<file path="src/logic/aer_pkg.sv">
// constants and carrier types for the error reporting register bank
package aer_pkg;
  // byte addresses on the register bus
  localparam logic [9:0] UNC_STATUS_OFS = 10'h104;
  localparam logic [9:0] UNC_MASK_OFS   = 10'h108;
  localparam logic [9:0] UNC_SEV_OFS    = 10'h10C;
  localparam logic [9:0] COR_STATUS_OFS = 10'h110;
  localparam logic [9:0] COR_MASK_OFS   = 10'h114;
  localparam logic [9:0] CAP_CTRL_OFS   = 10'h118;
  localparam logic [9:0] HDR_LOG0_OFS   = 10'h11C;
  localparam logic [9:0] HDR_LOG3_OFS   = 10'h128;
  localparam logic [9:0] IRQ_STATUS_OFS = 10'h140;
  localparam logic [9:0] IRQ_ENABLE_OFS = 10'h144;
  localparam logic [9:0] IRQ_CLEAR_OFS  = 10'h148;
  // implemented bits of each register, plus the severity reset value
  localparam logic [31:0] UNC_IMPL  = 32'h001FF010;
  localparam logic [31:0] SEV_RW    = 32'h001FF010;
  localparam logic [31:0] SEV_RESET = 32'h00062010;
  localparam logic [31:0] COR_IMPL  = 32'h000031C1;
  // capability and control field positions
  localparam int FEP_LSB     = 0;
  localparam int GEN_CAP_BIT = 5;
  localparam int GEN_EN_BIT  = 6;
  localparam int CHK_CAP_BIT = 7;
  localparam int CHK_EN_BIT  = 8;
  localparam logic [4:0] FEP_RESET = 5'h00;
  localparam logic [2:0] IRQ_UNC_BIT = 3'h0;
  // interrupt status layout: 0 unc fatal, 1 unc non-fatal, 2 correctable
  localparam int IRQ_W = 3;

  typedef struct packed {
    logic [9:0]  address;
    logic        read;
    logic        write;
    logic [31:0] writedata;
  } bus_req_t;

  typedef struct packed {
    logic [3:0][31:0] words;   // word 0 holds header bytes 0..3
  } tlp_hdr_t;
endpackage

</file>
<file path="src/logic/advanced_error_reporting_regs.sv">
// error reporting register bank with memory-mapped slave and interrupt
//
// Added by the designer: the Avalon-MM register port.
`timescale 1ns/10ps
module advanced_error_reporting_regs #(
  parameter logic ECRC_GEN_CAPABLE = 1'b1,
  parameter logic ECRC_CHK_CAPABLE = 1'b1
) (
  input  wire logic              clk,             // core clock 50 mhz
  input  wire logic              rst,             // full core reset
  input  wire logic              link_rst,        // link-level reset
  input  wire aer_pkg::bus_req_t bus_req,         // register bus request
  output logic                   waitrequest,     // register bus stall
  output logic [31:0]            readdata,        // register bus read data
  input  wire logic [31:0]       unc_event,       // uncorrectable pulses
  input  wire logic [31:0]       cor_event,       // correctable pulses
  input  wire aer_pkg::tlp_hdr_t err_hdr,         // header of bad tlp
  output logic                   fatal_msg,       // fatal report pulse
  output logic                   nonfatal_msg,    // non-fatal report pulse
  output logic                   cor_msg,         // correctable pulse
  output logic                   unc_forward,     // severe error pulse
  output logic                   ecrc_gen_en,     // ecrc generation on
  output logic                   ecrc_chk_en,     // ecrc check on
  output logic                   irq              // level interrupt
);
  logic [31:0]         unc_status_ff, unc_mask_ff, sev_ff;
  logic [31:0]         cor_status_ff, cor_mask_ff;
  logic [4:0]          fep_ff;
  logic                gen_en_ff, chk_en_ff;
  aer_pkg::tlp_hdr_t   hdr_ff;
  logic [2:0]          irq_st_ff, irq_en_ff;
  logic                ack_ff;
  logic [31:0]         nxt_readdata;
  logic                wr, rd;
  logic [31:0]         wd, unc_new, cor_new;
  logic [4:0]          nxt_fep;
  logic                fatal_ev, nonfatal_ev, cor_ev;

  // notes for whoever integrates this bank:
  // - every access costs exactly one wait cycle, reads and writes alike;
  //   a master that holds its request until waitrequest falls needs no
  //   knowledge of this, but a burst of accesses runs at half rate.
  // - status bits record an event even while its mask bit is set; the
  //   mask holds back the message pulses, the interrupt cause and the pointer and header log capture.
  //   software that unmasks later must clear stale status first.
  // - an event in the same cycle as a software clear wins, so no event
  //   can slip past between a read and the clear that follows it.
  // - the pointer and header log are sticky: link reset keeps them and
  //   only the full core reset wipes them, so a host can read the cause
  //   of a failure after the link has retrained.
  // - the header is taken as one whole capture; a second error while the
  //   pointed-to status bit stays set leaves the log alone, which keeps
  //   the oldest cause rather than the newest.
  // - message outputs are one-cycle pulses one edge after the event;
  //   the consumer must not drop a cycle or a report is lost.
  // - link reset clears masks, severities and ecrc enables to defaults,
  //   matching what configuration software expects after retraining.

  // one wait cycle per access: ack rises the cycle after the request
  assign waitrequest = (bus_req.read | bus_req.write) & ~ack_ff;
  assign wr = bus_req.write & ack_ff;
  assign rd = bus_req.read & ack_ff;
  assign wd = bus_req.writedata;

  // access handshake
  always_ff @(posedge clk or posedge rst) begin
    if (rst) begin
      ack_ff <= 1'b0;
    end else begin
      ack_ff <= (bus_req.read | bus_req.write) & ~ack_ff;
    end
  end

  // unmasked new events
  assign unc_new = unc_event & aer_pkg::UNC_IMPL & ~unc_mask_ff;
  assign cor_new = cor_event & aer_pkg::COR_IMPL & ~cor_mask_ff;
  assign fatal_ev    = |(unc_new & ~sev_ff);
  assign nonfatal_ev = |(unc_new & sev_ff);
  assign cor_ev      = |cor_new;

  // lowest set bit picks the pointer when several errors coincide;
  // the loop runs from the top so the last hit, the lowest bit, stays.
  // a fixed order was chosen over arrival order because coinciding
  // events carry no order of their own inside one cycle.
  always_comb begin
    nxt_fep = aer_pkg::FEP_RESET;
    for (int i = 31; i >= 0; i--) begin
      if (unc_new[i]) begin
        nxt_fep = 5'(i);
      end
    end
  end

  // uncorrectable status: event set wins over software clear
  always_ff @(posedge clk or posedge rst) begin
    if (rst) begin
      unc_status_ff <= 32'h00000000;
    end else begin
      unc_status_ff <= ((unc_status_ff & ~((wr &&
        bus_req.address == aer_pkg::UNC_STATUS_OFS) ? wd : 32'h00000000))
        | unc_event) & aer_pkg::UNC_IMPL;
    end
  end

  // correctable status, same set-over-clear ordering
  always_ff @(posedge clk or posedge rst) begin
    if (rst) begin
      cor_status_ff <= 32'h00000000;
    end else begin
      cor_status_ff <= ((cor_status_ff & ~((wr &&
        bus_req.address == aer_pkg::COR_STATUS_OFS) ? wd : 32'h00000000))
        | cor_event) & aer_pkg::COR_IMPL;
    end
  end

  // masks and severity; link reset returns non-sticky controls to default
  always_ff @(posedge clk or posedge rst) begin
    if (rst) begin
      unc_mask_ff <= 32'h00000000;
      cor_mask_ff <= 32'h00000000;
      sev_ff      <= aer_pkg::SEV_RESET;
      gen_en_ff   <= 1'b0;
      chk_en_ff   <= 1'b0;
    end else if (link_rst) begin
      unc_mask_ff <= 32'h00000000;
      cor_mask_ff <= 32'h00000000;
      sev_ff      <= aer_pkg::SEV_RESET;
      gen_en_ff   <= 1'b0;
      chk_en_ff   <= 1'b0;
    end else if (wr) begin
      case (bus_req.address)
        aer_pkg::UNC_MASK_OFS: unc_mask_ff <= wd & aer_pkg::UNC_IMPL;
        aer_pkg::COR_MASK_OFS: cor_mask_ff <= wd & aer_pkg::COR_IMPL;
        aer_pkg::UNC_SEV_OFS:  sev_ff <= wd & aer_pkg::SEV_RW;
        aer_pkg::CAP_CTRL_OFS: begin
          gen_en_ff <= wd[aer_pkg::GEN_EN_BIT];
          chk_en_ff <= wd[aer_pkg::CHK_EN_BIT];
        end
        default: begin
        end
      endcase
    end
  end

  // sticky pointer and header log: only full reset clears them
  always_ff @(posedge clk or posedge rst) begin
    if (rst) begin
      fep_ff <= aer_pkg::FEP_RESET;
      hdr_ff <= '0;
    end else if (|unc_new && !unc_status_ff[fep_ff]) begin
      fep_ff <= nxt_fep;
      hdr_ff <= err_hdr;
    end
  end

  // interrupt causes: sticky, recorded whatever the enable, write-one clear, set wins
  always_ff @(posedge clk or posedge rst) begin
    if (rst) begin
      irq_st_ff <= 3'h0;
      irq_en_ff <= 3'h0;
    end else begin
      irq_st_ff <= (irq_st_ff & ~((wr &&
        bus_req.address == aer_pkg::IRQ_CLEAR_OFS) ? wd[2:0] : 3'h0))
        | {cor_ev, nonfatal_ev, fatal_ev};
      if (wr && bus_req.address == aer_pkg::IRQ_ENABLE_OFS) begin
        irq_en_ff <= wd[2:0];
      end
    end
  end

  // message pulses follow the detecting cycle by one edge
  always_ff @(posedge clk or posedge rst) begin
    if (rst) begin
      fatal_msg    <= 1'b0;
      nonfatal_msg <= 1'b0;
      cor_msg      <= 1'b0;
      unc_forward  <= 1'b0;
    end else begin
      fatal_msg    <= fatal_ev;
      nonfatal_msg <= nonfatal_ev;
      cor_msg      <= cor_ev;
      unc_forward  <= |unc_new;
    end
  end

  assign ecrc_gen_en = gen_en_ff;
  assign ecrc_chk_en = chk_en_ff;
  assign irq = |(irq_st_ff & irq_en_ff);

  // read mux; unmapped addresses read zero
  always_comb begin
    nxt_readdata = 32'h00000000;
    case (bus_req.address)
      aer_pkg::UNC_STATUS_OFS: nxt_readdata = unc_status_ff;
      aer_pkg::UNC_MASK_OFS:   nxt_readdata = unc_mask_ff;
      aer_pkg::UNC_SEV_OFS:    nxt_readdata = sev_ff;
      aer_pkg::COR_STATUS_OFS: nxt_readdata = cor_status_ff;
      aer_pkg::COR_MASK_OFS:   nxt_readdata = cor_mask_ff;
      aer_pkg::CAP_CTRL_OFS: begin
        nxt_readdata[aer_pkg::FEP_LSB +: 5]   = fep_ff;
        nxt_readdata[aer_pkg::GEN_CAP_BIT]    = ECRC_GEN_CAPABLE;
        nxt_readdata[aer_pkg::GEN_EN_BIT]     = gen_en_ff;
        nxt_readdata[aer_pkg::CHK_CAP_BIT]    = ECRC_CHK_CAPABLE;
        nxt_readdata[aer_pkg::CHK_EN_BIT]     = chk_en_ff;
      end
      aer_pkg::IRQ_STATUS_OFS: nxt_readdata = {29'h0, irq_st_ff};
      aer_pkg::IRQ_ENABLE_OFS: nxt_readdata = {29'h0, irq_en_ff};
      default: begin
        if (bus_req.address >= aer_pkg::HDR_LOG0_OFS &&
            bus_req.address <= aer_pkg::HDR_LOG3_OFS &&
            bus_req.address[1:0] == 2'h0) begin
          nxt_readdata = hdr_ff.words[2'(bus_req.address[3:2] - 2'h3)];
        end
      end
    endcase
  end

  // read data registered so it stands at the accepting edge
  always_ff @(posedge clk or posedge rst) begin
    if (rst) begin
      readdata <= 32'h00000000;
    end else begin
      readdata <= nxt_readdata;
    end
  end

  // checks
  clear_one_a: assert property (@(posedge clk) disable iff (rst)
    (wr && bus_req.address == aer_pkg::UNC_STATUS_OFS && wd[20] &&
     !unc_event[20]) |=> !unc_status_ff[20])
    else $error("w1c failed to clear");
  set_sticks_a: assert property (@(posedge clk) disable iff (rst)
    unc_event[18] |=> unc_status_ff[18])
    else $error("uncorrectable event lost");
  cor_set_a: assert property (@(posedge clk) disable iff (rst)
    cor_event[0] |=> cor_status_ff[0])
    else $error("correctable event lost");
  rsvd_zero_a: assert property (@(posedge clk) disable iff (rst)
    (unc_status_ff & ~aer_pkg::UNC_IMPL) == 0)
    else $error("reserved status bit set");
  fatal_sev_a: assert property (@(posedge clk) disable iff (rst)
    (unc_new[18] && !sev_ff[18]) |=> fatal_msg)
    else $error("fatal not reported");
  mask_block_a: assert property (@(posedge clk) disable iff (rst)
    (unc_event == 32'h00100000 && unc_mask_ff[20]) |=> !unc_forward)
    else $error("masked error forwarded");
  sev_ro_a: assert property (@(posedge clk) disable iff (rst)
    !sev_ff[5])
    else $error("surprise down severity written");
  hdr_hold_a: assert property (@(posedge clk) disable iff (rst)
    (unc_status_ff[fep_ff] && $stable(fep_ff)) |=> $stable(hdr_ff))
    else $error("header log overwritten");
  sticky_link_a: assert property (@(posedge clk) disable iff (rst)
    (link_rst && unc_new == 0) |=> $stable(fep_ff))
    else $error("pointer lost on link reset");
  wait_one_a: assert property (@(posedge clk) disable iff (rst)
    (bus_req.read && waitrequest) |=> !waitrequest)
    else $error("answer late");
  // a write of one clears a correctable bit when no event races it
  cor_clear_a: assert property (
    @(posedge clk) disable iff (rst)
    (wr && bus_req.address == aer_pkg::COR_STATUS_OFS && wd[0] &&
     !cor_event[0]) |=> !cor_status_ff[0])
    else $error("correctable w1c failed to clear");

  // reserved correctable status bits never rise
  cor_rsvd_a: assert property (
    @(posedge clk) disable iff (rst)
    (cor_status_ff & ~aer_pkg::COR_IMPL) == 32'h00000000)
    else $error("reserved correctable bit set");

  // reserved correctable mask bits stay zero whatever is written
  cmask_rsvd_a: assert property (
    @(posedge clk) disable iff (rst)
    (cor_mask_ff & ~aer_pkg::COR_IMPL) == 32'h00000000)
    else $error("reserved correctable mask bit set");

  // reserved uncorrectable mask bits stay zero
  umask_rsvd_a: assert property (
    @(posedge clk) disable iff (rst)
    (unc_mask_ff & ~aer_pkg::UNC_IMPL) == 32'h00000000)
    else $error("reserved uncorrectable mask bit set");

  // only the writable severity bits may ever be one
  sev_rsvd_a: assert property (
    @(posedge clk) disable iff (rst)
    (sev_ff & ~aer_pkg::SEV_RW) == 32'h00000000)
    else $error("reserved severity bit set");

  // severity one turns an unmasked error into a non-fatal report
  nonfatal_sev_a: assert property (
    @(posedge clk) disable iff (rst)
    (unc_new[18] && sev_ff[18]) |=> nonfatal_msg)
    else $error("non-fatal not reported");

  // every unmasked uncorrectable error is forwarded as severe
  forward_a: assert property (
    @(posedge clk) disable iff (rst)
    (|unc_new) |=> unc_forward)
    else $error("unmasked error not forwarded");

  // an unmasked correctable event is reported one edge later
  cor_pulse_a: assert property (
    @(posedge clk) disable iff (rst)
    (|cor_new) |=> cor_msg)
    else $error("correctable not reported");

  // the pointer takes the new error while the old one is cleared
  fep_load_a: assert property (
    @(posedge clk) disable iff (rst)
    (|unc_new && !unc_status_ff[fep_ff]) |=> fep_ff == $past(nxt_fep))
    else $error("pointer not loaded");

  // the header log captures the offending header with the pointer
  hdr_load_a: assert property (
    @(posedge clk) disable iff (rst)
    (|unc_new && !unc_status_ff[fep_ff]) |=> hdr_ff == $past(err_hdr))
    else $error("header not captured");

  // link reset returns the uncorrectable mask, severity and ecrc generation enable to their defaults
  link_ctl_a: assert property (
    @(posedge clk) disable iff (rst)
    link_rst |=> (unc_mask_ff == 32'h00000000 &&
                  sev_ff == aer_pkg::SEV_RESET && !ecrc_gen_en))
    else $error("link reset left controls set");

  // capable flags and reserved bits of the control word read fixed
  cap_fixed_a: assert property (
    @(posedge clk) disable iff (rst)
    (bus_req.read && bus_req.address == aer_pkg::CAP_CTRL_OFS) |=>
    (readdata[aer_pkg::GEN_CAP_BIT] == ECRC_GEN_CAPABLE &&
     readdata[aer_pkg::CHK_CAP_BIT] == ECRC_CHK_CAPABLE &&
     readdata[31:9] == 23'h000000))
    else $error("control word fixed bits wrong");

  // a fatal report leaves its interrupt cause behind
  irq_set_a: assert property (
    @(posedge clk) disable iff (rst)
    fatal_ev |=> irq_st_ff[0])
    else $error("fatal cause not recorded");

  // writes get the same single wait cycle as reads
  wait_wr_a: assert property (@(posedge clk) disable iff (rst)
    (bus_req.write && waitrequest) |=> !waitrequest)
    else $error("write answer late");

  // the data link protocol event lands in bit 4
  dl_set_a: assert property (
    @(posedge clk) disable iff (rst)
    unc_event[4] |=> unc_status_ff[4])
    else $error("data link event lost");

  // the advisory event lands in bit 13
  adv_set_a: assert property (
    @(posedge clk) disable iff (rst)
    cor_event[13] |=> cor_status_ff[13])
    else $error("advisory event lost");

  // main scenarios reached
  fatal_c: cover property (@(posedge clk) disable iff (rst) fatal_msg);
  cor_c: cover property (@(posedge clk) disable iff (rst) cor_msg);
  masked_c: cover property (@(posedge clk) disable iff (rst)
    unc_event[20] && unc_mask_ff[20]);
  nonfatal_c: cover property (@(posedge clk) disable iff (rst) nonfatal_msg);
  irq_c: cover property (@(posedge clk) disable iff (rst) irq);
endmodule // advanced_error_reporting_regs

</file>
<file path="config.mk">
export PLATFORM = sky130hd
export DESIGN_NAME = advanced_error_reporting_regs
export DESIGN_NICKNAME = d
export VERILOG_FILES = /design/src/logic/aer_pkg.sv /design/src/logic/advanced_error_reporting_regs.sv
export SDC_FILE = /design/constraint.sdc
export NUM_CORES = 1
export LEC_CHECK = 0
export BUFFER_PORTS_ARGS = -buffer_cell sky130_fd_sc_hd__buf_2
export CAP_MARGIN = 10
export CORE_MARGIN = 8
export CORE_UTILIZATION = 30
export CTS_CLUSTER_SIZE = 20
export DETAILED_ROUTE_END_ITERATION = 7
export PLACE_DENSITY = 0.52
export REMOVE_ABC_BUFFERS = 1
export SYNTH_ARGS = -nofsm -noshare
export SYNTH_HDL_FRONTEND = slang
export SYNTH_SLANG_ARGS = --single-unit
</file>
<file path="constraint.sdc">
create_clock -name clk -period 7.2 [get_ports clk]
set_input_delay 1.08 -clock clk [delete_from_list [all_inputs] [get_ports clk]]
set_output_delay 1.08 -clock clk [all_outputs]
set_load 0.02 [all_outputs]
</file>
# Word-level counts from Yosys, hierarchy flattened
# Cells that the tools add are included.
[classes]
n_mux = 57
bitwise = 21
n_reduce_logical = 24
magnitude_cmp = 4
n_addsub = 1
eq_ne = 9
[ops]
columns = ["operator", "count"]
rows = [
  ["32-bit 2-to-1 mux", 11],
  ["5-bit 2-to-1 mux", 32],
  ["23-bit case mux with 6 select lines", 1],
  ["32-bit OR reduction", 4],
  ["32-bit NOT", 3],
  ["10-bit by 9-bit equality test with 1-bit output, second input constant", 9],
  ["9-bit case mux with 8 select lines", 1],
  ["32-bit AND", 2],
  ["32-bit binary-select mux with 2-bit select", 1],
  ["14-bit by 32-bit AND with 32-bit output", 1],
  ["21-bit by 32-bit AND with 32-bit output", 1],
  ["21-bit AND", 1],
  ["21-bit 2-to-1 mux", 1],
  ["21-bit NOT", 1],
  ["21-bit OR", 1],
  ["14-bit AND", 1],
  ["14-bit 2-to-1 mux", 1],
  ["14-bit NOT", 1],
  ["14-bit OR", 1],
  ["10-bit by 9-bit >= comparator with 1-bit output, second input constant", 1],
  ["10-bit by 9-bit less-or-equal comparator with 1-bit output, second input constant", 1],
  ["2-bit nonzero test", 5],
  ["2-bit AND reduction", 4],
  ["1-bit logical AND", 7],
  ["other kinds (15)", 24],
]
[word_totals]
output_inout_bits = 40
wordCells = 136
inputBits = 239
regBits = 290

# Longest topological paths before layout
# Gate-level depths: netlist (run 1).
[logic_depth]
word_depth = 34
mapped_depth = 11
ltp_nobuf = 7

# Worst setup path after synthesis (run 1)
# OpenSTA, ideal clock, no wires.
[synth_path]
path_type = "input -> register"
start = "in bus_req[36] in the netlist's numbering"
end = "reg readdata[21]"
setup_ns = 0.120
cell_stages = 10
slack_ns = 3.516
arrival_ns = 3.564
cell_sequence = "buf_2 > buf_2 > clkbuf_1 > inv_1 > ha_1 > buf_2 > buf_2 > buf_1 > mux4_2 > and4_1"
[synth_between]
elab_chain_cells = 5
elab_cells_between_ends = 18
cone_classes = "add/sub: 1; order compare: 2; eq/ne: 8; mux: 4; reduce/logical: 3"
[synth_lines]
columns = ["item", "line_no", "text"]
rows = [
  ["start: declaration", "advanced_error_reporting_regs.sv:12", "input wire aer_pkg::bus_req_t bus_req,"],
  ["10-bit by 9-bit >= comparator with 1-bit output (tied with other cells)", "advanced_error_reporting_regs.sv:209", "if (bus_req.address >= aer_pkg::HDR_LOG0_OFS &&"],
  ["1-bit logical AND / 32-bit binary-select mux with 2-bit select (equally long branches)", "advanced_error_reporting_regs.sv:209, advanced_error_reporting_regs.sv:212", ""],
  ["1-bit logical AND / 32-bit 2-to-1 mux (equally long branches)", "advanced_error_reporting_regs.sv:210, advanced_error_reporting_regs.sv:212", ""],
  ["32-bit 2-to-1 mux", "advanced_error_reporting_regs.sv:209", ""],
  ["23-bit case mux with 6 select lines *", "advanced_error_reporting_regs.sv:193", "case (bus_req.address)"],
  ["via nxt_readdata[21]", "advanced_error_reporting_regs.sv:33", "logic [31:0] nxt_readdata;"],
  ["end signal: assignment", "advanced_error_reporting_regs.sv:223", "readdata <= nxt_readdata;"],
  ["end: declaration", "advanced_error_reporting_regs.sv:14", "output logic [31:0] readdata,"],
]
# The timed path passes the listed nets; every way through them passes the cells marked *. The select of a mux whose other input is x is not followed.
# A chain may end at the register's enable or synchronous reset.

# Worst setup path in the final report (run 1)
[layout_path]
start = "in bus_req[36] in the netlist's numbering"
end = "reg readdata[12]"
# The elaborated chain is that of the path after synthesis.

==> results_dict.tcl, run 1 <==
set metrics [dict create \
    status "finished clean" \
    avgSynthCellArea_sq_um 14.3 \
    required_ns 7.69 \
    yosysWarnings 0 \
    sw_frac_of_total_pct 27.9 \
    whs_endpoint "ack_ff" \
    finalClockSkew_ns 0.0109 \
    yosysTopAreaCellShare_pct 51.9 \
    avgViaCountPerCell 4.90 \
    synth_largest_area_cell "dfrtp_1" \
    holdBufCountCts 0 \
    drtAntennaViolNets 0 \
    ir_drop_v 0.000262 \
    fp.dieH_um 202 \
    grt_pass1_wl_mm 46.4 \
    wl_met3_mm 1.82 \
    ys_seq_area_share_pct 52.9 \
    crit_fanout 27 \
    die-area_sq_um 41000 \
    cp-start-kind "primary input" \
    portBuffers 214 \
    core_sq_um 34400 \
    wl_met2_mm 14.1 \
    top_layer "met5" \
    final-setup-viol-count 0 \
    synth-edff-count 0 \
    synthTopCellsByCount "216 x dfrtp_1, 90 x mux2_4, 43 x mux2_2" \
    setup_tns_ns 0 \
    startpoint "bus_req[36]" \
    synth.area.top_cells "dfrtp_1 52%, mux2_4 13%, mux4_2 6.9%, mux2_2 4.6%, mux2i_1 2.6%" \
    synth-seq-cells 220 \
    min_period_ns 3.86 \
    clk_latency_ns 0.55 \
    die_w_um 202 \
    wl_met1_mm 13.2 \
    p_comb_share_pct 36.2 \
    synth_cells 729 \
    p_per_area_nw_per_um2 409 \
    rsz0062_at_grt "false" \
    dpl.hpwl_mm 20.8 \
    cts_max_path_buffers 3 \
    area_delta_synth_final_pct 22.2 \
    pwr-share-clk_pct 28.1 \
    yosysUniqueCellTypes 53 \
    io_pins 279 \
    p_sw_w 0.00145 \
    antenna_found_initial 10 \
    cts_root_buf "clkbuf_16" \
    numCtsBuffers 27 \
    pwr-share-seq_pct 35.7 \
    cts_resized 0 \
    intPower_w 0.00375 \
    dr.pass1.iters 5 \
    grt_pass1_vias 7661 \
    reg2reg_from "unc_mask_ff[12]" \
    drc 0 \
    async_flop_share_pct 100 \
    grt-ovfl-total 0 \
    syn_area_sq_um 10400 \
    fin_crit_sh_pct 53.7 \
    initial_core_util_pct 30.3 \
    critPathKind "primary input to flop" \
    holdPathStages 1 \
    timing_hold_violations_final 0 \
    r2r_slack_ns 3.83 \
    grt_max_degree 97 \
    drv_slew 0 \
    wire_per_inst_um 21.2 \
    rows 68 \
    ys.flop_type "dfrtp_1" \
    hold_start "ack_ff" \
    layout-drive-gt1-share_pct 47.3 \
    cap_violations 0 \
    rr_endpoint "hdr_ff[32]" \
    nets 1172 \
    postCtsSetupRepairBufs 0 \
    vias 6899 \
    fmax_mhz 259 \
    p_leak_nw 5.80 \
    maxSlewHeadroom_pct 32.5 \
    synth_most_common_cell "dfrtp_1" \
    tritoncts "yes" \
    wirelength_mm 29.9 \
    path_clk_slew_ns 0.06 \
    htree_num_levels 1 \
    cp.arrival_ns 4.35 \
    min_path_type "flop to flop" \
    grt_usage_pct 14.4 \
    clock_sink_count 220 \
    worst_slew_pin_slew_ns 1.01 \
    r2r_cells 6 \
    cp-end-kind "flop" \
    drt_iter0_markers 473 \
    gp_congestion 0.779 \
    fin_util_pct 37.1 \
]
-- worst max-delay path, stage by stage --
cell and delay [ns]:
buf_2 0.37, inv_1 0.13, ha_1 0.56, inv_1 0.18, a32oi_1 0.14, o21bai_4 0.78, nor4b_2 0.84, a2bb2o_1 0.24
-- metrics by stage --
step / hold WS (ns) / cells / total power (W) / setup slack [ns] / area [sq um]
finish: 0.431 / 1407 / 0.00520 / 3.34 / 12700
global route: 0.459 / 1407 / 0.00548 / 3.08 / 12700
CTS: 0.433 / 1405 / 0.00528 / 3.29 / 12700
detailed placement: 0.423 / 1355 / 0.00378 / 2.70 / 11800
global placement: 0.421 / 1355 / 0.00376 / 2.75 / 11800
floorplan: 0.449 / 679 / 0.00348 / 0.106 / 10000
-- routing by layer --
metal	GRT usage (%)	vias up
li1	-	3118
met1	18.8	3525
met2	23.3	186
met3	4.00	56
met4	3.29	14
met5	0	-
-- how the worst max path moves through the flow --
stage	cells past startpoint	endpoint
after floorplan	1	ack_ff
after global placement	8	readdata[12]
after detailed placement	8	readdata[12]
after CTS	8	readdata[4]
after global routing	8	readdata[12]
final	8	readdata[12]
-- cells by family (layout without fill, tap and decap cells) --
| kind of cell | Yosys count | after routing | synth area share (%) |
|---|---|---|---|
| compound gates | 100 | 100 | 7.17 |
| fa+ha+maj | 4 | 4 | 0.480 |
| buf+inv | 72 | 293 | 4.66 |
| flops | 220 | 220 | 52.9 |
| mux | 192 | 192 | 27.1 |
| other cells | 0 | 2 | 0 |
| simple gates | 141 | 141 | 7.70 |
-- layout make-up --
type,count,area [sq um]
Tap cell,455,569
Multi-Input combinational cell,437,4460
Timing Repair Buffer,221,1120
Inverter,22,90.1
Antenna cell,2,5.00
Clock buffer,36,779
Clock inverter,14,196
Fill cell,3397,21600
Sequential cell,220,5510
-- cells in the final DEF (no fill, tap or decap), drive strengths merged, types with 14 or more instances in the layout --
cell,n
and4,15
mux2i,27
a21o,18
dfrtp,216
mux4,32
nor2,36
o21ai,17
nand2,26
clkbuf,36
buf,221
nand4,14
inv,23
mux2,133
-- registers in the layout, indices dropped and copies added, names as in the netlist --
signal	count
unc_mask_ff	10
irq_en_ff	3
unc_status_ff	10
cor_status_ff	6
nonfatal_msg	1
irq_st_ff	3
cor_mask_ff	6
fep_ff	5
cor_msg	1
readdata	32
fatal_msg	1
hdr_ff	128
unc_forward	1
ack_ff	1
ecrc_gen_en	1
sev_ff	10
ecrc_chk_en	1
-- power groups by stage --
stage | combinational [W] | clock (W) | sequential [W]
2_1_floorplan | 0.00168 | 0 | 0.00180
3_3_place_gp | 0.00189 | 0 | 0.00186
3_5_place_dp | 0.00191 | 0 | 0.00187
4_1_cts | 0.00192 | 0.00151 | 0.00186
5_1_grt | 0.00202 | 0.00155 | 0.00191
6_report | 0.00188 | 0.00146 | 0.00186
No activity file was read; power rests on OpenSTA's default activity.
==> run 2: changes to the inputs <==
--- a/config.mk
+++ b/config.mk
@@ -11,7 +11,7 @@
 export CORE_UTILIZATION = 30
 export CTS_CLUSTER_SIZE = 20
 export DETAILED_ROUTE_END_ITERATION = 7
-export PLACE_DENSITY = 0.52
+export PLACE_DENSITY = 0.5
 export REMOVE_ABC_BUFFERS = 1
 export SYNTH_ARGS = -nofsm -noshare
 export SYNTH_HDL_FRONTEND = slang
==> constraint.sdc (replaced) <==
create_clock -name clk -period 3.7 [get_ports clk]
set_input_delay 0.555 -clock clk [delete_from_list [all_inputs] [get_ports clk]]
set_output_delay 0.555 -clock clk [all_outputs]
set_load 0.02 [all_outputs]
==> run 2 against run 1 <==
  * Utilization up 0.28 points
  * Power rose by 94%
  * Largest cell class unchanged
  * Clock power rose by 86%
  * Combinational power grew 99%
  * Clock skew rose by 0.0075 ns
  * Via count hardly changed
  * Final area rose by 0.77%
==> results_dict.tcl, run 2 (synthesis results as in run 1) <==
set metrics [dict create \
    dpl.hpwl_mm 21.4 \
    initial_core_util_pct 30.3 \
    top_register "hdr_ff" \
    crit_fanout 36 \
    grt_pass1_vias 7758 \
    fill_cells 3395 \
    drt_iter0_markers 371 \
    grt_usage_pct 14.7 \
    p_comb_share_pct 37.1 \
    gp_congestion 0.791 \
    crit_path_top_delay_cell "or4b_1" \
    die-area_sq_um 41000 \
    cp.arrival_ns 3.02 \
    multi_input_area_sq_um 4460 \
    final_common_cell "dfrtp_1" \
    postCtsSetupRepairBufs 0 \
    cp_top_family "simple AND/OR/NAND/NOR gates" \
    grt-ovfl-total 0 \
    max_stage_delay_ns 0.55 \
    r2r_cells 6 \
    avgViaCountPerCell 4.85 \
    pwr-share-seq_pct 35.9 \
    fin_crit_sh_pct 69.9 \
    path_clk_slew_ns 0.06 \
    cp.depth 6 \
    dr.pass1.iters 5 \
    drv_slew 0 \
    largest_register_ffs 128 \
    cp-end-kind "flop" \
    fmax_mhz 387 \
    numCtsBuffers 27 \
    cts_root_buf "clkbuf_16" \
    grt_pass1_wl_mm 47.3 \
    antenna_found_initial 12 \
    timing_hold_violations_final 0 \
    cts_max_path_buffers 3 \
    critPathKind "flop to flop" \
    top_regs "hdr_ff (128), readdata (32)" \
    wire_per_inst_um 21.5 \
    wirelength_mm 30.6 \
    layout_common_cells "216 x dfrtp_1, 214 x buf_2, 90 x mux2_4" \
    drc 0 \
    portBuffers 214 \
    core_sq_um 34400 \
    rows 68 \
    holdBufCountCts 0 \
    io_pins 279 \
    ir_drop_v 0.000476 \
    fp.dieH_um 202 \
    min_path_type "primary input to asynchronous set/reset pin" \
    worst_slew_pin_slew_ns 0.958 \
    die_w_um 202 \
    timing.hold.ws_ns 0.142 \
    status "finished clean" \
    p_leak_nw 5.86 \
    finalClockSkew_ns 0.0184 \
    path_buf_inv 1 \
    required_ns 4.13 \
    pwr-share-clk_pct 26.9 \
    rsz0062_at_grt "false" \
    area_delta_synth_final_pct 23.2 \
    nets 1182 \
    dpl_cell_area_sq_um 11900 \
    p_sw_w 0.00287 \
    grt_max_degree 105 \
    intPower_w 0.00721 \
    min_period_ns 2.59 \
    drtAntennaViolNets 0 \
    final_cell_area_sq_um 12800 \
    tritoncts "yes" \
    clock_sink_count 220 \
    seq_area_sq_um 5510 \
    cp-start-kind "flop" \
    p_per_area_nw_per_um2 785 \
    htree_num_levels 1 \
    vias 6894 \
    final-setup-viol-count 0 \
    cap_violations 0 \
    layout-drive-gt1-share_pct 47.7 \
    maxSlewHeadroom_pct 36.0 \
    cts_resized 0 \
    path_cells "or4b_1, o221ai_1, a22oi_2, nand2_8, buf_12, mux2_2" \
    sw_frac_of_total_pct 28.5 \
    clk_latency_ns 0.56 \
]
## run 2: layer usage
| layer | routed length [um] | vias to the layer above | track usage, % |
|---|---|---|---|
| met5 | 48 | - | 0 |
| met4 | 746 | 8 | 3.94 |
| met3 | 1980 | 56 | 4.42 |
| met2 | 14100 | 191 | 23.1 |
| met1 | 13700 | 3489 | 19.4 |
| li1 | - | 3150 | - |
## run 2: worst paths after layout
kind / to / start / slack [ns]
setup / recovery: hdr_ff[85] / fep_ff[1] / 1.11
hold / removal: sev_ff[16] / rst / 0.14
setup reg to reg: hdr_ff[85] / fep_ff[1] / 1.11
hold reg to reg: ack_ff / ack_ff / 0.43
max in group asynchronous: sev_ff[13] / rst / 2.63
min in group clk: cor_status_ff[12] / cor_event[12] / 0.20
## run 2: power by group through the flow
stage	Combinational [W]	Sequential, W	Clock [W]
final	0.00374	0.00362	0.00271
after global routing	0.00401	0.00373	0.00290
after floorplan	0.00327	0.00350	0
after global placement	0.00376	0.00364	0
after CTS	0.00381	0.00362	0.00280
after detailed placement	0.00381	0.00366	0
## run 2: area by class of cell
type | instances | share of cell area (%)
flip-flops and latches | 220 | 42.9
repair buffers | 231 | 9.83
diodes | 7 | 0.136
multi-input cells | 437 | 34.8
clock buffers | 38 | 6.21
clock inverters | 11 | 0.985
inverters | 22 | 0.702
well taps | 455 | 4.44
## run 2: per-stage QoR
stage | total power (W) | worst slack [ns] | cells | util, % | setup TNS [ns]
detailed placement | 0.00747 | 0.761 | 1365 | 34.6 | 0
floorplan | 0.00677 | -2.87 | 679 | - | -624.50
global placement | 0.00740 | 0.765 | 1365 | 34.6 | 0
finish | 0.0101 | 1.11 | 1421 | 37.3 | 0
global route | 0.0106 | 0.975 | 1418 | 37.3 | 0
CTS | 0.0102 | 1.10 | 1414 | 37.3 | 0
==> run 3: changes to the inputs <==
--- a/config.mk
+++ b/config.mk
@@ -11,7 +11,7 @@
 export CORE_UTILIZATION = 30
 export CTS_CLUSTER_SIZE = 20
 export DETAILED_ROUTE_END_ITERATION = 7
-export PLACE_DENSITY = 0.5
+export PLACE_DENSITY = 0.52
 export REMOVE_ABC_BUFFERS = 1
 export SYNTH_ARGS = -nofsm -noshare
 export SYNTH_HDL_FRONTEND = slang
==> constraint.sdc (replaced) <==
create_clock -name clk -period 2.3 [get_ports clk]
set_input_delay 0.345 -clock clk [delete_from_list [all_inputs] [get_ports clk]]
set_output_delay 0.345 -clock clk [all_outputs]
set_load 0.02 [all_outputs]
==> run 3 against run 2 <==
  * Clock-buffer cell count is the same
  * Clock power increased by 54%
  * Critical path depth rose by 2
  * Non-clock buffer count up 58
  * Worst setup slack got worse by 1.0 ns
  * Fmax up 18%
  * Cell count is 3.8% higher
  * Worst hold slack worse by 0.12 ns
  * Final area is 4.9% higher
  * Critical path type unchanged
  * Highest routed layer unchanged
==> results_dict.tcl, run 3 (synthesis results as in run 1) <==
set metrics [dict create \
    status "finished clean" \
    pwr-share-clk_pct 24.0 \
    final_cell_area_sq_um 13500 \
    crit_fanout 17 \
    clock_sink_count 220 \
    intPower_w 0.0124 \
    p_per_area_nw_per_um2 1290 \
    worst_slack_ns 0.107 \
    dp_slack_ns -0.0182 \
    nets 1240 \
    dpl.hpwl_mm 22.6 \
    wire_per_inst_um 21.5 \
    min_path_type "primary input to flop" \
    cp-end-kind "flop" \
    pwr-share-seq_pct 33.4 \
    fmax_mhz 456 \
    fp.dieH_um 202 \
    rsz0062_at_grt "false" \
    p_comb_share_pct 42.6 \
    cp.arrival_ns 2.60 \
    gp_congestion 0.798 \
    numCtsBuffers 27 \
    final-setup-viol-count 0 \
    antenna_found_initial 9 \
    die_w_um 202 \
    ir_drop_v 0.000930 \
    top_regs "hdr_ff (128), readdata (32)" \
    area_delta_synth_final_pct 29.2 \
    avgViaCountPerCell 4.87 \
    final_common_cell "dfrtp_1" \
    cp-start-kind "flop" \
    min_period_ns 2.19 \
    clk_latency_ns 0.53 \
    drt_iter0_markers 349 \
    drv_slew 0 \
    maxSlewHeadroom_pct 51.1 \
    path_clk_slew_ns 0.06 \
    grt_pass1_wl_mm 47.8 \
    p_leak_nw 6.19 \
    drc 0 \
    fin_crit_sh_pct 95.3 \
    reg2reg_from "fep_ff[1]" \
    layout-drive-gt1-share_pct 49.8 \
    io_pins 279 \
    rows 68 \
    r2r_slack_ns 0.11 \
    grt_usage_pct 14.8 \
    finalClockSkew_ns 0.00815 \
    grt_pass1_vias 7784 \
    required_ns 2.71 \
    vias 7185 \
    layout_common_cells "215 x dfrtp_1, 214 x buf_2, 90 x mux2_4" \
    die-area_sq_um 41000 \
    core_sq_um 34400 \
    startpoint "fep_ff[1]" \
    drtAntennaViolNets 0 \
    r2r_cells 8 \
    whs_endpoint "cor_status_ff[7]" \
    wirelength_mm 31.8 \
    holdPathStages 2 \
    cap_violations 0 \
    cts_max_path_buffers 3 \
    initial_core_util_pct 30.3 \
    htree_num_levels 1 \
    dpl_cell_area_sq_um 12300 \
    tritoncts "yes" \
    timing_hold_violations_final 0 \
    top_register "hdr_ff" \
    grt-ovfl-total 0 \
    critPathKind "flop to flop" \
    hold_start "cor_event[7]" \
    grt_max_degree 69 \
    cts_root_buf "clkbuf_16" \
    worst_slew_pin_slew_ns 0.715 \
    sw_frac_of_total_pct 28.6 \
    largest_register_ffs 128 \
    portBuffers 214 \
    dr.pass1.iters 5 \
    rr_endpoint "hdr_ff[90]" \
    p_sw_w 0.00497 \
]
run 3: changes by cell type in the layout (fill, tap and decap cells not counted), moves of 4 or more:
| cell | change |
|---|---|
| clkbuf_16 | +4 |
| dlygate4sd3_1 | +7 |
| buf_12 | +6 |
| diode_2 | -4 |
| buf_16 | +4 |
| clkbuf_8 | -5 |
| clkbuf_1 | +5 |
| buf_4 | +34 |
run 3: area by class of cell:
type	instances	area (sq um)
fillers	3363	20900
flip-flops and latches	220	5510
multi-input cells	437	4470
repair buffers	289	1950
clock buffers	38	747
well taps	455	569
clock inverters	11	114
inverters	22	90.1
diodes	3	7.51
run 3: worst max-delay path: stages (launching register included):
cell	delay, ns
dfrtp_2	0.45
or4b_1	0.47
o221ai_1	0.09
a22oi_2	0.10
buf_4	0.17
nand2_8	0.10
buf_12	0.14
buf_16	0.17
mux2_2	0.35
run 3: power by group through the flow:
| stage | registers, W | clock network [W] | logic [W] |
|---|---|---|---|
| final | 0.00579 | 0.00417 | 0.00740 |
| after global routing | 0.00595 | 0.00445 | 0.00787 |
| after CTS | 0.00579 | 0.00430 | 0.00635 |
| after detailed placement | 0.00584 | 0 | 0.00633 |
| after global placement | 0.00581 | 0 | 0.00625 |
| after floorplan | 0.00559 | 0 | 0.00449 |
run 3: how the worst max path moves through the flow:
stage	end	slack, ns	depth (start not counted)
global placement	hdr_ff[84]	-0.02	7
detailed placement	hdr_ff[90]	-0.02	7
finish	hdr_ff[90]	0.11	8
global route	fep_ff[1]	0.006	9
CTS	hdr_ff[90]	0.002	8
floorplan	ack_ff	-4.06	1
run 3: routing by layer:
| layer | track usage (%) | routed length [um] | share of wire (%) | up-vias |
|---|---|---|---|---|
| met2 | 23.9 | 15100 | 48 | 204 |
| li1 | - | - | - | 3263 |
| met5 | 0 | 57 | 0.18 | - |
| met4 | 2.95 | 529 | 1.7 | 8 |
| met1 | 19.9 | 14000 | 44 | 3656 |
| met3 | 3.79 | 2050 | 6.5 | 54 |
run 3: stage by stage:
step	util [%]	hold WS, ns	setup TNS [ns]	power [W]	instances
finish	39.2	0.0230	0	0.0174	1475
floorplan	-	0.411	-977.45	0.0101	679
detailed placement	35.7	0.417	-0.165	0.0122	1402
CTS	38.4	0.00349	0	0.0164	1458
global route	39.2	0.00906	0	0.0183	1473
global placement	35.7	0.419	-0.200	0.0121	1402
run 3: repair_timing:
action / CTS / global route
endpoints found under the hold margin: 66 / 0
hold buffers: 7 / 0
setup endpoints to repair: 0 / 129
buffers inserted: 0 / 8
resized for setup: 0 / 10
